File: config.mk
export PLATFORM = sky130hd
export DESIGN_NAME = branch_eval
export DESIGN_NICKNAME = d
export VERILOG_FILES = /design/src/pkg/branch_pkg.sv /design/src/design/branch_cond.sv /design/src/design/branch_eval.sv /design/src/design/branch_target.sv
export SDC_FILE = /design/constraint.sdc
export NUM_CORES = 1
export LEC_CHECK = 0
export BUFFER_PORTS_ARGS = -buffer_cell sky130_fd_sc_hd__buf_2
export CORE_AREA = 2 2 94 96
export DETAILED_ROUTE_END_ITERATION = 16
export DIE_AREA = 0 0 96 98
export HOLD_SLACK_MARGIN = 0.02
export PLACE_DENSITY = 0.86
export SYNTH_ARGS = -nofsm -noshare
export SYNTH_HDL_FRONTEND = slang
export SYNTH_HIERARCHICAL = 1
export SYNTH_SLANG_ARGS = --single-unit
File: constraint.sdc
create_clock -name clk_i -period 7.69 [get_ports clk_i]
set_input_delay 0.3845 -clock clk_i [delete_from_list [all_inputs] [get_ports clk_i]]
set_output_delay 0.3845 -clock clk_i [all_outputs]
set_load 0.005 [all_outputs]
File: src/pkg/branch_pkg.sv
// package for the conditional branch evaluator: opcodes, flags, register map
package branch_pkg;

	localparam int PC_W  = 16;
	localparam int OFF_W = 7;

	// status flag bit positions
	localparam logic [2:0] FLAG_C = 3'h0;
	localparam logic [2:0] FLAG_Z = 3'h1;
	localparam logic [2:0] FLAG_N = 3'h2;
	localparam logic [2:0] FLAG_V = 3'h3;
	localparam logic [2:0] FLAG_H = 3'h5;

	// branch kinds, as written by software into the command register
	localparam logic [3:0] OP_SEL_SET   = 4'h0;
	localparam logic [3:0] OP_SEL_CLEAR = 4'h1;
	localparam logic [3:0] OP_EQUAL     = 4'h2;
	localparam logic [3:0] OP_NOT_EQUAL = 4'h3;
	localparam logic [3:0] OP_CARRY_SET = 4'h4;
	localparam logic [3:0] OP_LOWER     = 4'h5;
	localparam logic [3:0] OP_CARRY_CLR = 4'h6;
	localparam logic [3:0] OP_SAME_HIGH = 4'h7;
	localparam logic [3:0] OP_MINUS     = 4'h8;
	localparam logic [3:0] OP_PLUS      = 4'h9;
	localparam logic [3:0] OP_SIGNED_GE = 4'hA;
	localparam logic [3:0] OP_SIGNED_LT = 4'hB;
	localparam logic [3:0] OP_HALF_SET  = 4'hC;

	// register byte offsets
	localparam logic [3:0] REG_FLAGS  = 4'h0;
	localparam logic [3:0] REG_PC     = 4'h4;
	localparam logic [3:0] REG_CMD    = 4'h8;
	localparam logic [3:0] REG_STATUS = 4'hC;

	// command word fields
	localparam int CMD_OP_LSB  = 0;
	localparam int CMD_SEL_LSB = 4;
	localparam int CMD_OFF_LSB = 8;

	// reset values
	localparam logic [7:0]      FLAGS_RST = 8'h00;
	localparam logic [PC_W-1:0] PC_RST    = 16'h0000;

	// cycles taken by a branch
	localparam int CYC_NOT_TAKEN = 1;
	localparam int CYC_TAKEN     = 2;

	typedef struct packed {
		logic [3:0]       op;
		logic [2:0]       sel;
		logic [OFF_W-1:0] off;
	} branch_cmd_t;

	typedef struct packed {
		logic            taken;
		logic [PC_W-1:0] next_pc;
	} branch_res_t;

	typedef enum logic [2:0] {
		ST_IDLE  = 3'b001,
		ST_EVAL  = 3'b010,
		ST_TAKEN = 3'b100
	} seq_state_t;

endpackage

File: src/design/branch_cond.sv
// condition evaluation: decides taken from opcode and status flags
`timescale 1ns/1ps
module branch_cond
	import branch_pkg::*;
(
	input  wire logic [3:0] op_i,
	input  wire logic [2:0] sel_i,
	input  wire logic [7:0] flags_i,
	output logic            taken_o
);
	wire logic sel_bit = flags_i[sel_i];
	wire logic n_xor_v = flags_i[FLAG_N] ^ flags_i[FLAG_V];

	always_comb begin
		case (op_i)
			OP_SEL_SET:   taken_o = sel_bit;
			OP_SEL_CLEAR: taken_o = ~sel_bit;
			OP_EQUAL:     taken_o = flags_i[FLAG_Z];
			OP_NOT_EQUAL: taken_o = ~flags_i[FLAG_Z];
			OP_CARRY_SET,
			OP_LOWER:     taken_o = flags_i[FLAG_C];
			OP_CARRY_CLR,
			OP_SAME_HIGH: taken_o = ~flags_i[FLAG_C];
			OP_MINUS:     taken_o = flags_i[FLAG_N];
			OP_PLUS:      taken_o = ~flags_i[FLAG_N];
			OP_SIGNED_GE: taken_o = ~n_xor_v;
			OP_SIGNED_LT: taken_o = n_xor_v;
			OP_HALF_SET:  taken_o = flags_i[FLAG_H];
			// unknown opcodes fall through
			default:      taken_o = 1'b0;
		endcase
	end
endmodule // branch_cond

File: src/design/branch_eval.sv
// conditional branch evaluator with wishbone register access
`timescale 1ns/1ps
module branch_eval
	import branch_pkg::*;
(
	input  wire logic        clk_i,
	input  wire logic        rst_i,
	input  wire logic        cyc_i,
	input  wire logic        stb_i,
	input  wire logic        we_i,
	input  wire logic [3:0]  adr_i,
	input  wire logic [3:0]  sel_i,
	input  wire logic [31:0] dat_i,
	output logic      [31:0] dat_o,
	output logic             ack_o,
	output logic             taken_o,
	output logic             done_o,
	output logic [PC_W-1:0]  next_pc_o
);
	logic [7:0]      flags_r;
	logic [PC_W-1:0] pc_r;
	branch_cmd_t     cmd_r;
	branch_res_t     res_r;
	seq_state_t      state_r;
	seq_state_t      state_nxt;
	logic            ack_r;
	logic [31:0]     dat_r;
	logic            done_r;

	wire logic req     = cyc_i & stb_i & ~ack_r;
	wire logic wr      = req & we_i;
	wire logic idle    = (state_r == ST_IDLE);
	wire logic wr_flag = wr & (adr_i == REG_FLAGS) & sel_i[0] & idle;
	wire logic wr_pc   = wr & (adr_i == REG_PC) & (&sel_i[1:0]) & idle;
	wire logic wr_cmd  = wr & (adr_i == REG_CMD) & (&sel_i[1:0]) & idle;

	wire logic            cond_taken;
	wire logic [PC_W-1:0] tgt;
	wire logic [PC_W-1:0] seq;

	branch_cond u_cond (
		.op_i    (cmd_r.op),
		.sel_i   (cmd_r.sel),
		.flags_i (flags_r),
		.taken_o (cond_taken)
	);

	branch_target u_tgt (
		.pc_i     (pc_r),
		.off_i    (cmd_r.off),
		.target_o (tgt),
		.seq_o    (seq)
	);

	always_comb begin
		case (state_r)
			ST_IDLE:  state_nxt = wr_cmd ? ST_EVAL : ST_IDLE;
			ST_EVAL:  state_nxt = cond_taken ? ST_TAKEN : ST_IDLE;
			ST_TAKEN: state_nxt = ST_IDLE;
			default:  state_nxt = ST_IDLE;
		endcase
	end

	wire logic [31:0] rd_data =
		(adr_i == REG_FLAGS)  ? {24'h0000_00, flags_r} :
		(adr_i == REG_PC)     ? {16'h0000, pc_r} :
		(adr_i == REG_CMD)    ? {17'h0_0000, cmd_r.off, 1'b0, cmd_r.sel, cmd_r.op} :
		(adr_i == REG_STATUS) ? {29'h0000_0000, ~idle, res_r.taken, done_r} :
		32'h0000_0000;

	always_ff @(posedge clk_i) begin
		if (rst_i) begin
			state_r <= ST_IDLE;
			ack_r   <= 1'b0;
			dat_r   <= 32'h0000_0000;
		end else begin
			state_r <= state_nxt;
			// unmapped addresses still ack and read zero
			ack_r   <= req;
			dat_r   <= rd_data;
		end
	end

	always_ff @(posedge clk_i) begin
		if (rst_i)
			flags_r <= FLAGS_RST;
		else if (wr_flag)
			flags_r <= dat_i[7:0];
	end

	always_ff @(posedge clk_i) begin
		if (rst_i)
			cmd_r <= '0;
		else if (wr_cmd) begin
			cmd_r.op  <= dat_i[CMD_OP_LSB +: 4];
			cmd_r.sel <= dat_i[CMD_SEL_LSB +: 3];
			cmd_r.off <= dat_i[CMD_OFF_LSB +: OFF_W];
		end
	end

	// apart from pc writes in idle, the counter moves only when the decision completes, never mid-branch
	always_ff @(posedge clk_i) begin
		if (rst_i) begin
			pc_r   <= PC_RST;
			res_r  <= '0;
			done_r <= 1'b0;
		end else if (wr_pc) begin
			pc_r <= dat_i[PC_W-1:0];
		end else if (state_r == ST_EVAL) begin
			res_r.taken   <= cond_taken;
			res_r.next_pc <= cond_taken ? tgt : seq;
			done_r        <= ~cond_taken;
			if (!cond_taken)
				pc_r <= seq;
		end else if (state_r == ST_TAKEN) begin
			pc_r   <= res_r.next_pc;
			done_r <= 1'b1;
		end else if (wr_cmd) begin
			done_r <= 1'b0;
		end
	end

	assign ack_o     = ack_r;
	assign dat_o     = dat_r;
	assign taken_o   = res_r.taken;
	assign done_o    = done_r;
	assign next_pc_o = pc_r;
endmodule // branch_eval

File: src/design/branch_target.sv
// target address: pc plus sign-extended offset plus one
`timescale 1ns/1ps
module branch_target
	import branch_pkg::*;
(
	input  wire logic [PC_W-1:0]  pc_i,
	input  wire logic [OFF_W-1:0] off_i,
	output logic      [PC_W-1:0]  target_o,
	output logic      [PC_W-1:0]  seq_o
);
	wire logic [PC_W-1:0] off_ext = {{(PC_W-OFF_W){off_i[OFF_W-1]}}, off_i};

	// wraps around the program space, as the counter itself does
	assign target_o = pc_i + off_ext + 16'h0001;
	assign seq_o    = pc_i + 16'h0001;
endmodule // branch_target

Word-level counts from Yosys, hierarchy flattened
Index checks and enable logic that the tools add are counted.
Widths: inputs -> output; s select.
{ "classes": {"addsub": 3, "order_cmp": 1, "eq_ne": 19, "muxes": 18, "bitwise_logic": 22, "reduce_logical": 12} }
{ "op_table": {"columns": ["op", "n"], "rows": [
  ["$mux 16", 6],
  ["$add 16x1->16 const B", 2],
  ["$eq 4x4->1 const B", 7],
  ["$eq 4x3->1 const B", 5],
  ["$add 16x16->16", 1],
  ["$mux 15", 1],
  ["$and 1x1->1", 12],
  ["$pmux 1 s11", 1],
  ["$not 1->1", 9],
  ["$eq 4x2->1 const B", 2],
  ["$logic_not 4->1", 2],
  ["$mux 8", 1],
  ["$reduce_and 2->1", 4],
  ["$mux 3", 2],
  ["$pmux 3 s2", 1],
  ["$reduce_bool 3->1", 2],
  ["$reduce_or 2->1", 3],
  ["$eq 4x1->1 const B", 1],
  ["$lt 3x4->1 const B", 1],
  ["$mux 1", 4],
  ["$reduce_or 4->1", 1],
  ["$bmux 1 s3", 1],
  ["$eq 3x1->1 const B", 1],
  ["$eq 3x2->1 const B", 1],
  ["4 further kinds", 4]
]} }
{ "word_totals": {"register_bits": 92, "in_bits": 45, "output_inout_bits": 51} }

Depth between registers and ports, before layout
Gate-level depths: netlist of the first run.
{ "logic_depth": {"ltp_word": 9, "mapped_depth": 12} }

Modules after synthesis
Netlist of the first run, hierarchy kept.
{ "modules_own_cells": {"columns": ["module", "instances", "cells_per_inst", "area_each_um2", "seq_area_each_um2"], "rows": [
  ["branch_eval", 1, 367, 3318.2, 1521.5],
  ["branch_target", 1, 131, 968.4, 0.0],
  ["branch_cond", 1, 21, 191.4, 0.0]
]} }

Least setup slack after synthesis of the first run
Ideal clock, no wire load.
{ "synth_path": {"kind": "register to register", "from": "register cmd_r[9] in the netlist's numbering", "to": "register pc_r[12] (netlist: next_pc_o[12])", "arrival_time_ps": 2593, "t_required_ps": 7568, "slack_ps": 4975, "stages_incl_launch_ff": 11, "cell_sequence": "dfxtp_1 mux4_1 mux2i_1 xnor2_1 a22o_1 buf_6 or3b_4 a21oi_1 nor3b_2 buf_6 a221o_1"} }
{ "synth_between": {"elab_chain_len": 6} }
{ "synth_lines": {"columns": ["element", "line", "rtl"], "rows": [
  ["from (decl)", "branch_eval.sv:22", "branch_cmd_t cmd_r;"],
  ["$bmux 1 s3 *", "branch_cond.sv:11", "wire logic sel_bit = flags_i[sel_i];"],
  ["$mux 1 (not written as such) *", "branch_cond.sv:11", null],
  ["$not 1->1", "branch_cond.sv:17", "OP_SEL_CLEAR: taken_o = ~sel_bit;"],
  ["$pmux 1 s11 *", "branch_cond.sv:15", "case (op_i)"],
  ["net cond_taken", "branch_eval.sv:37", "wire logic cond_taken;"],
  ["$ne 3x3->1 (no line) *", null, null],
  ["$reduce_and 2->1 (no line) *", null, null],
  ["to (signal assigned)", "branch_eval.sv:108", "pc_r <= dat_i[PC_W-1:0];"],
  ["to (signal assigned)", "branch_eval.sv:114", "pc_r <= seq;"],
  ["to (signal assigned)", "branch_eval.sv:116", "pc_r <= res_r.next_pc;"],
  ["to (decl)", "branch_eval.sv:21", "logic [PC_W-1:0] pc_r;"]
]} }
Mark *: on every way through the listed nets, which the timed path passes. The rest lies on a longest branch. The select of a mux whose other input is x is not followed.
A chain may end at the register's enable or synchronous reset.

Worst setup path in the final report of the first run
{ "layout_path": {"from": "register cmd_r[9] in the netlist's numbering", "to": "register pc_r[9] (netlist: next_pc_o[9])"} }
The elaborated chain is that of the path after synthesis.

==> impl_metrics.toml, run 1 <==
[grt]
grt_pass1_vias = 3856
grt_overflow = 0
grt_max_degree = 51
grt_usage_pct = 25.34
grt_pass1_wl_um = 18620
grt_antenna_before_repair = 0

[power_and_ir_drop]
power_density_nw_per_um2 = 150.1
ir_drop_mv = 0.09087
leakagePower_nw = 2.066

[cells_and_area]
antennaDiodeCount = 0
fill_cells = 720
postLayoutCoreUtil_pct = 58.19
multiInputGateArea_um2 = 2729
layout.area.seq_um2 = 1521
area_delta_synth_final_pct = 10.00
drive_gt1_share_pct = 20.77
fin_nets = 625

[sta]
post-route-period-util_pct = 51.26
drv_slew = 0
finalSetupViolCount = 0
maxSlewHeadroom_pct = 18.68
hold_viol = 0
min_period_ns = 3.942
worst_slack_ns = 3.748
finClkSkew_ns = 0.01370
rsz0062_at_grt = "false"
worst_pin_slew_ns = 1.214
fin_tns_setup_ns = 0
timing.fmax_mhz = 253.7

[floorplanning]
die_width_um = 96
dieArea_um2 = 9408
io_pins = 96
chipHeight_um = 98
start_util_pct = 52.90
core_um2 = 8466
num_rows = 34

[synthesis]
avgSynthCellArea_um2 = 8.628
yosys-top-cells-count = "95 x nand2_1, 76 x dfxtp_1, 56 x a21oi_1"
synth_flop_cell = "dfxtp_1"
syn_inst = 519
ys_warn_count = 6
ys_seq_area_share_pct = 33.98
yosys-top-cells-area = "dfxtp_1 34%, nand2_1 8.0%, a21oi_1 6.3%, ha_1 4.5%, xnor2_1 4.3%"
synth_most_common_cell = "nand2_1"
synth.top_cell.area_share_pct = 33.98
synthesis.area_um2 = 4478
synthArstFlopShare_pct = 0
ys_types = 61
synth_area_leader_cell = "dfxtp_1"
synth-seq-cells = 76
synth_edf_count = 0

[setup_path]
cp-end-kind = "flop"
cp_slowest_cell = "nor3b_2"
crit_chain = "mux4_1 > mux2i_1 > xnor2_1 > a22o_1 > or3b_4 > a21oi_1 > nor3b_2 > a221o_1"
crit_type = "flop to flop"
critical_path_arrival_ns = 4.23
cpPeakStageDelay_ns = 0.97
worst_setup_path_start_kind = "flop"
crit_required_ns = 7.98
path_max_fanout = 18

[cts]
tritoncts = "done"
clk_path_buf_depth = 2
cts-htree-levels = 3
clkTransAtPathRegs_ns = 0.09
clkLatencyLatePin_ns = 0.36
cts_resized = 0
post-cts-setup-buffers = 0
cts_hold_buf = 0
cts_made_buffers = 9
cts_root_buffer = "clkbuf_8"
cts.sinks = 76

[placed_design]
port_buffers = 61
place.gp.congestion = 0.9675
pre_cts_slack_ns = 4.014
hpwl_um = 8061

[detailed_routing]
post_drt_wl_per_cell_um = 17.73
vias_per_cell = 6.115
postRouteWirelength_um = 11980
vias = 4134
drt-pass1-iter-count = 5
drt_iter0_drc = 427
postRouteAntennaNets = 0
drc = 0

[worst_hold_path]
hold_class = "input pin to flop"

[outcome]
status = "complete, no violations"

[job]
max-cap-violations = 0
-- power breakdown --
part | switching [mW] | internal (mW) | total, mW
clock network | 0.154 | 0.160 | 0.314
logic | 0.0214 | 0.00943 | 0.0309
registers | 0.000684 | 0.394 | 0.394
total | 0.176 | 0.563 | 0.740
-- metrics by stage --
stage	hold WS (ns)	instances	cell area (µm²)	power, mW
floorplan	0.4365	534	4534	0.4266
global placement	0.4163	660	4725	0.4329
detailed placement	0.4364	660	4725	0.4335
CTS	0.2372	676	4926	0.7396
global route	0.2560	676	4926	0.7559
finish	0.2416	676	4926	0.7395
-- worst max-delay path, delay by kind of cell, from the launching register on --
family	cells	cell delay, ns
DFF	1	0.40
AOI/OAI and AO/OA	3	1.27
xor gates and xnor gates	1	0.17
muxes	2	0.75
and+or+nand+nor	2	1.27
-- logic make-up (layout without fill, tap and decap cells) --
logic type | Yosys count | after routing | synth area share (%)
xor+xnor | 31 | 31 | 6.063
flops | 76 | 76 | 33.98
simple gates | 181 | 181 | 19.22
mux | 35 | 35 | 9.556
buf+inv | 51 | 85 | 6.454
compound gates | 127 | 127 | 19.73
fa+ha+maj | 17 | 17 | 4.918
other cells | 1 | 16 | 0.08374
-- layer usage --
metal  vias up  routed length (µm)  GRT usage, %
met4         0                 393         12.42
met3        42                 920         3.781
met5         -                   0             0
met2       230                5940         42.25
li1       1910                   -             -
met1      1952                4729         31.47
-- sequential cells by signal, summed over array words and instances (netlist names) --
name / count
dat_o: 16
next_pc_o: 16
res_r: 16
cmd_r: 14
flags_r: 8
state_r: 3
ack_o: 1
done_o: 1
taken_o: 1
-- cell type report --
class	instances	area share [%]
flip-flops and latches	76	30.89
well taps	108	2.743
clock inverters	5	1.219
inverters	7	0.5334
repair buffers	62	6.350
clock buffers	11	2.870
multi-input cells	407	55.40
-- cell usage in the layout (no fill, tap or decap), types with 3 or more instances in the layout --
cell type	instances
a221o_1	16
nand3_1	6
dfxtp_1	76
conb_1	16
nor2b_1	6
o21ai_0	5
mux2_2	16
mux2i_1	15
a21oi_2	9
nor2_1	32
a22oi_1	7
nor3_1	3
nand4_1	9
and3_1	5
ha_1	16
nand2_1	95
nand2b_1	7
xor2_1	9
a211oi_1	5
a21o_1	8
a21oi_1	56
buf_2	61
clkbuf_8	10
inv_1	7
xnor2_1	22
-- worst paths after layout --
| kind | from | to | slack [ns] | cells past startpoint |
|---|---|---|---|---|
| max reg2reg | cmd_r[9]$_SDFFE_PP0P_ | next_pc_o[9]$_SDFFE_PP0P_ | 3.75 | 8 |
| min | stb_i | ack_o$_SDFF_PP0_ | 0.24 | 3 |
| min reg2reg | ack_o$_SDFF_PP0_ | ack_o$_SDFF_PP0_ | 0.44 | 1 |
| max | cmd_r[9]$_SDFFE_PP0P_ | next_pc_o[9]$_SDFFE_PP0P_ | 3.75 | 8 |
Power figures use the tool's default switching activity.
==> run 2: changes to the inputs <==
Settings changed: CORE_AREA 2 2 94 96 to 2 2 98 100, DIE_AREA 0 0 96 98 to 0 0 100 102, PLACE_DENSITY 0.86 to 0.83.
Clock period 7.69 ns to 3.25 ns, I/O delays scaled along.
==> impl_metrics.toml, run 2 (same netlist as run 1, synthesis figures left out) <==
[cells_and_area]
final_common_cell = "nand2_1"
design_area_um2 = 4974
antennaDiodeCount = 0
mostFrequentLayoutCells = "95 x nand2_1, 76 x dfxtp_1, 61 x buf_2"
postLayoutCoreUtil_pct = 54.60
fin_nets = 627
layout.area.seq_um2 = 1521
multiInputGateArea_um2 = 2729
finalNonFillerCells = 680
area_delta_synth_final_pct = 11.06
drive_gt1_share_pct = 20.74
fill_cells = 822

[power_and_ir_drop]
p_comb_share_pct = 3.9
fin_total_pwr_mw = 1.868
clockPowerShare_pct = 46.1
swShare_pct = 21.73
p_seq_share_pct = 50.0
ir_drop_mv = 0.1670
switchingPower_mw = 0.4059
leakagePower_nw = 2.091
power_density_nw_per_um2 = 375.6
p_int_mw = 1.462

[detailed_routing]
postRouteAntennaNets = 0
drt-pass1-iter-count = 5
vias_per_cell = 6.015
vias = 4090
post_drt_wl_per_cell_um = 17.13
drc = 0
postRouteWirelength_um = 11650
drt_iter0_drc = 460

[sta]
maxSlewHeadroom_pct = 22.77
fin_tns_setup_ns = 0
holdWs_ns = 0.02926
drv_slew = 0
post-route-period-util_pct = 93.99
finalSetupViolCount = 0
timing.fmax_mhz = 327.4
worst_slack_ns = 0.1953
min_period_ns = 3.055
hold_viol = 0
finClkSkew_ns = 0.01151
worst_pin_slew_ns = 1.153
rsz0062_at_grt = "false"

[outcome]
status = "complete, no violations"

[floorplanning]
chipHeight_um = 102
dieArea_um2 = 10200
io_pins = 96
num_rows = 35
start_util_pct = 49.16
die_width_um = 100
core_um2 = 9109

[cts]
cts_root_buffer = "clkbuf_8"
cts_resized = 0
clkTransAtPathRegs_ns = 0.08
cts_hold_buf = 0
tritoncts = "done"
cts-htree-levels = 3
post-cts-setup-buffers = 0
cts_made_buffers = 9
clkLatencyLatePin_ns = 0.36
cts.sinks = 76
clk_path_buf_depth = 2

[setup_path]
crit_type = "flop to flop"
cpPeakStageDelay_ns = 0.61
cp_slowest_cell = "a211o_1"
path_max_fanout = 16
crit_chain = "nor2b_1 > a211o_1 > a221o_1 > a22o_1 > or3b_4 > a211o_1 > a21oi_2 > a221o_1"
crit_required_ns = 3.55
critical_path_arrival_ns = 3.35
worst_setup_path_start_kind = "flop"
crit_family = "compound AO/OA/AOI/OAI gates"
cp-end-kind = "flop"
path_buf_inv = 0

[placed_design]
place.gp.congestion = 0.9794
port_buffers = 61
pre_cts_slack_ns = 0.2888
dp.cells = 665
place_area_um2 = 4743
hpwl_um = 7937

[grt]
grt_pass1_vias = 3756
grt_pass1_wl_um = 18360
grt_usage_pct = 22.82
grt_antenna_before_repair = 0
grt_max_degree = 51
grt_overflow = 0

[worst_hold_path]
hold_class = "input pin to flop"

[job]
max-cap-violations = 0
-- run 2: changes by cell type in the layout (fill, tap and decap cells not counted), sizes merged --
cell      change
buf           +2
clkinv        -1
inv           -1
bufinv        +2
clkinvlp      -1
-- run 2: path summary, 6_finish.rpt --
check | startpoint | endpoint | slack (ns) | cells past startpoint
worst max-delay path | cmd_r[10]$_SDFFE_PP0P_ | next_pc_o[7]$_SDFFE_PP0P_ | 0.20 | 8
worst min-delay path | stb_i | ack_o$_SDFF_PP0_ | 0.03 | 3
worst max register to register | cmd_r[10]$_SDFFE_PP0P_ | next_pc_o[7]$_SDFFE_PP0P_ | 0.20 | 8
worst min register to register | ack_o$_SDFF_PP0_ | ack_o$_SDFF_PP0_ | 0.44 | 1
-- run 2: routing by layer --
metal	GRT usage (%)	routed length, µm	vias up	share of wire, %
met1	27.73	4797	1933	41
met5	0	0	-	0
met3	4.720	801	37	6.9
met4	12.22	365	0	3.1
li1	-	-	1916	-
met2	38.25	5684	204	49
-- run 2: final cells by class --
type                    instances  area share [%]
multi-input cells             407           54.87
clock buffers                  11           2.642
repair buffers                 64           6.591
well taps                     111           2.792
clock inverters                 4           1.987
inverters                       7          0.5283
flip-flops and latches         76           30.59
-- run 2: power by group through the flow --
stage | Sequential, mW | Combinational, mW | Clock [mW]
5_1_grt | 0.933 | 0.0791 | 0.903
3_5_place_dp | 0.955 | 0.0712 | 0
3_3_place_gp | 0.955 | 0.0694 | 0
4_1_cts | 0.933 | 0.0713 | 0.859
2_1_floorplan | 0.955 | 0.0545 | 0
6_report | 0.933 | 0.0727 | 0.862
-- run 2: worst reg2reg max path: cells and delay by family, from the launching register on --
kind	cells	cell delay (ns)
compound gates	6	1.92
flops	1	0.56
simple gates	2	0.52
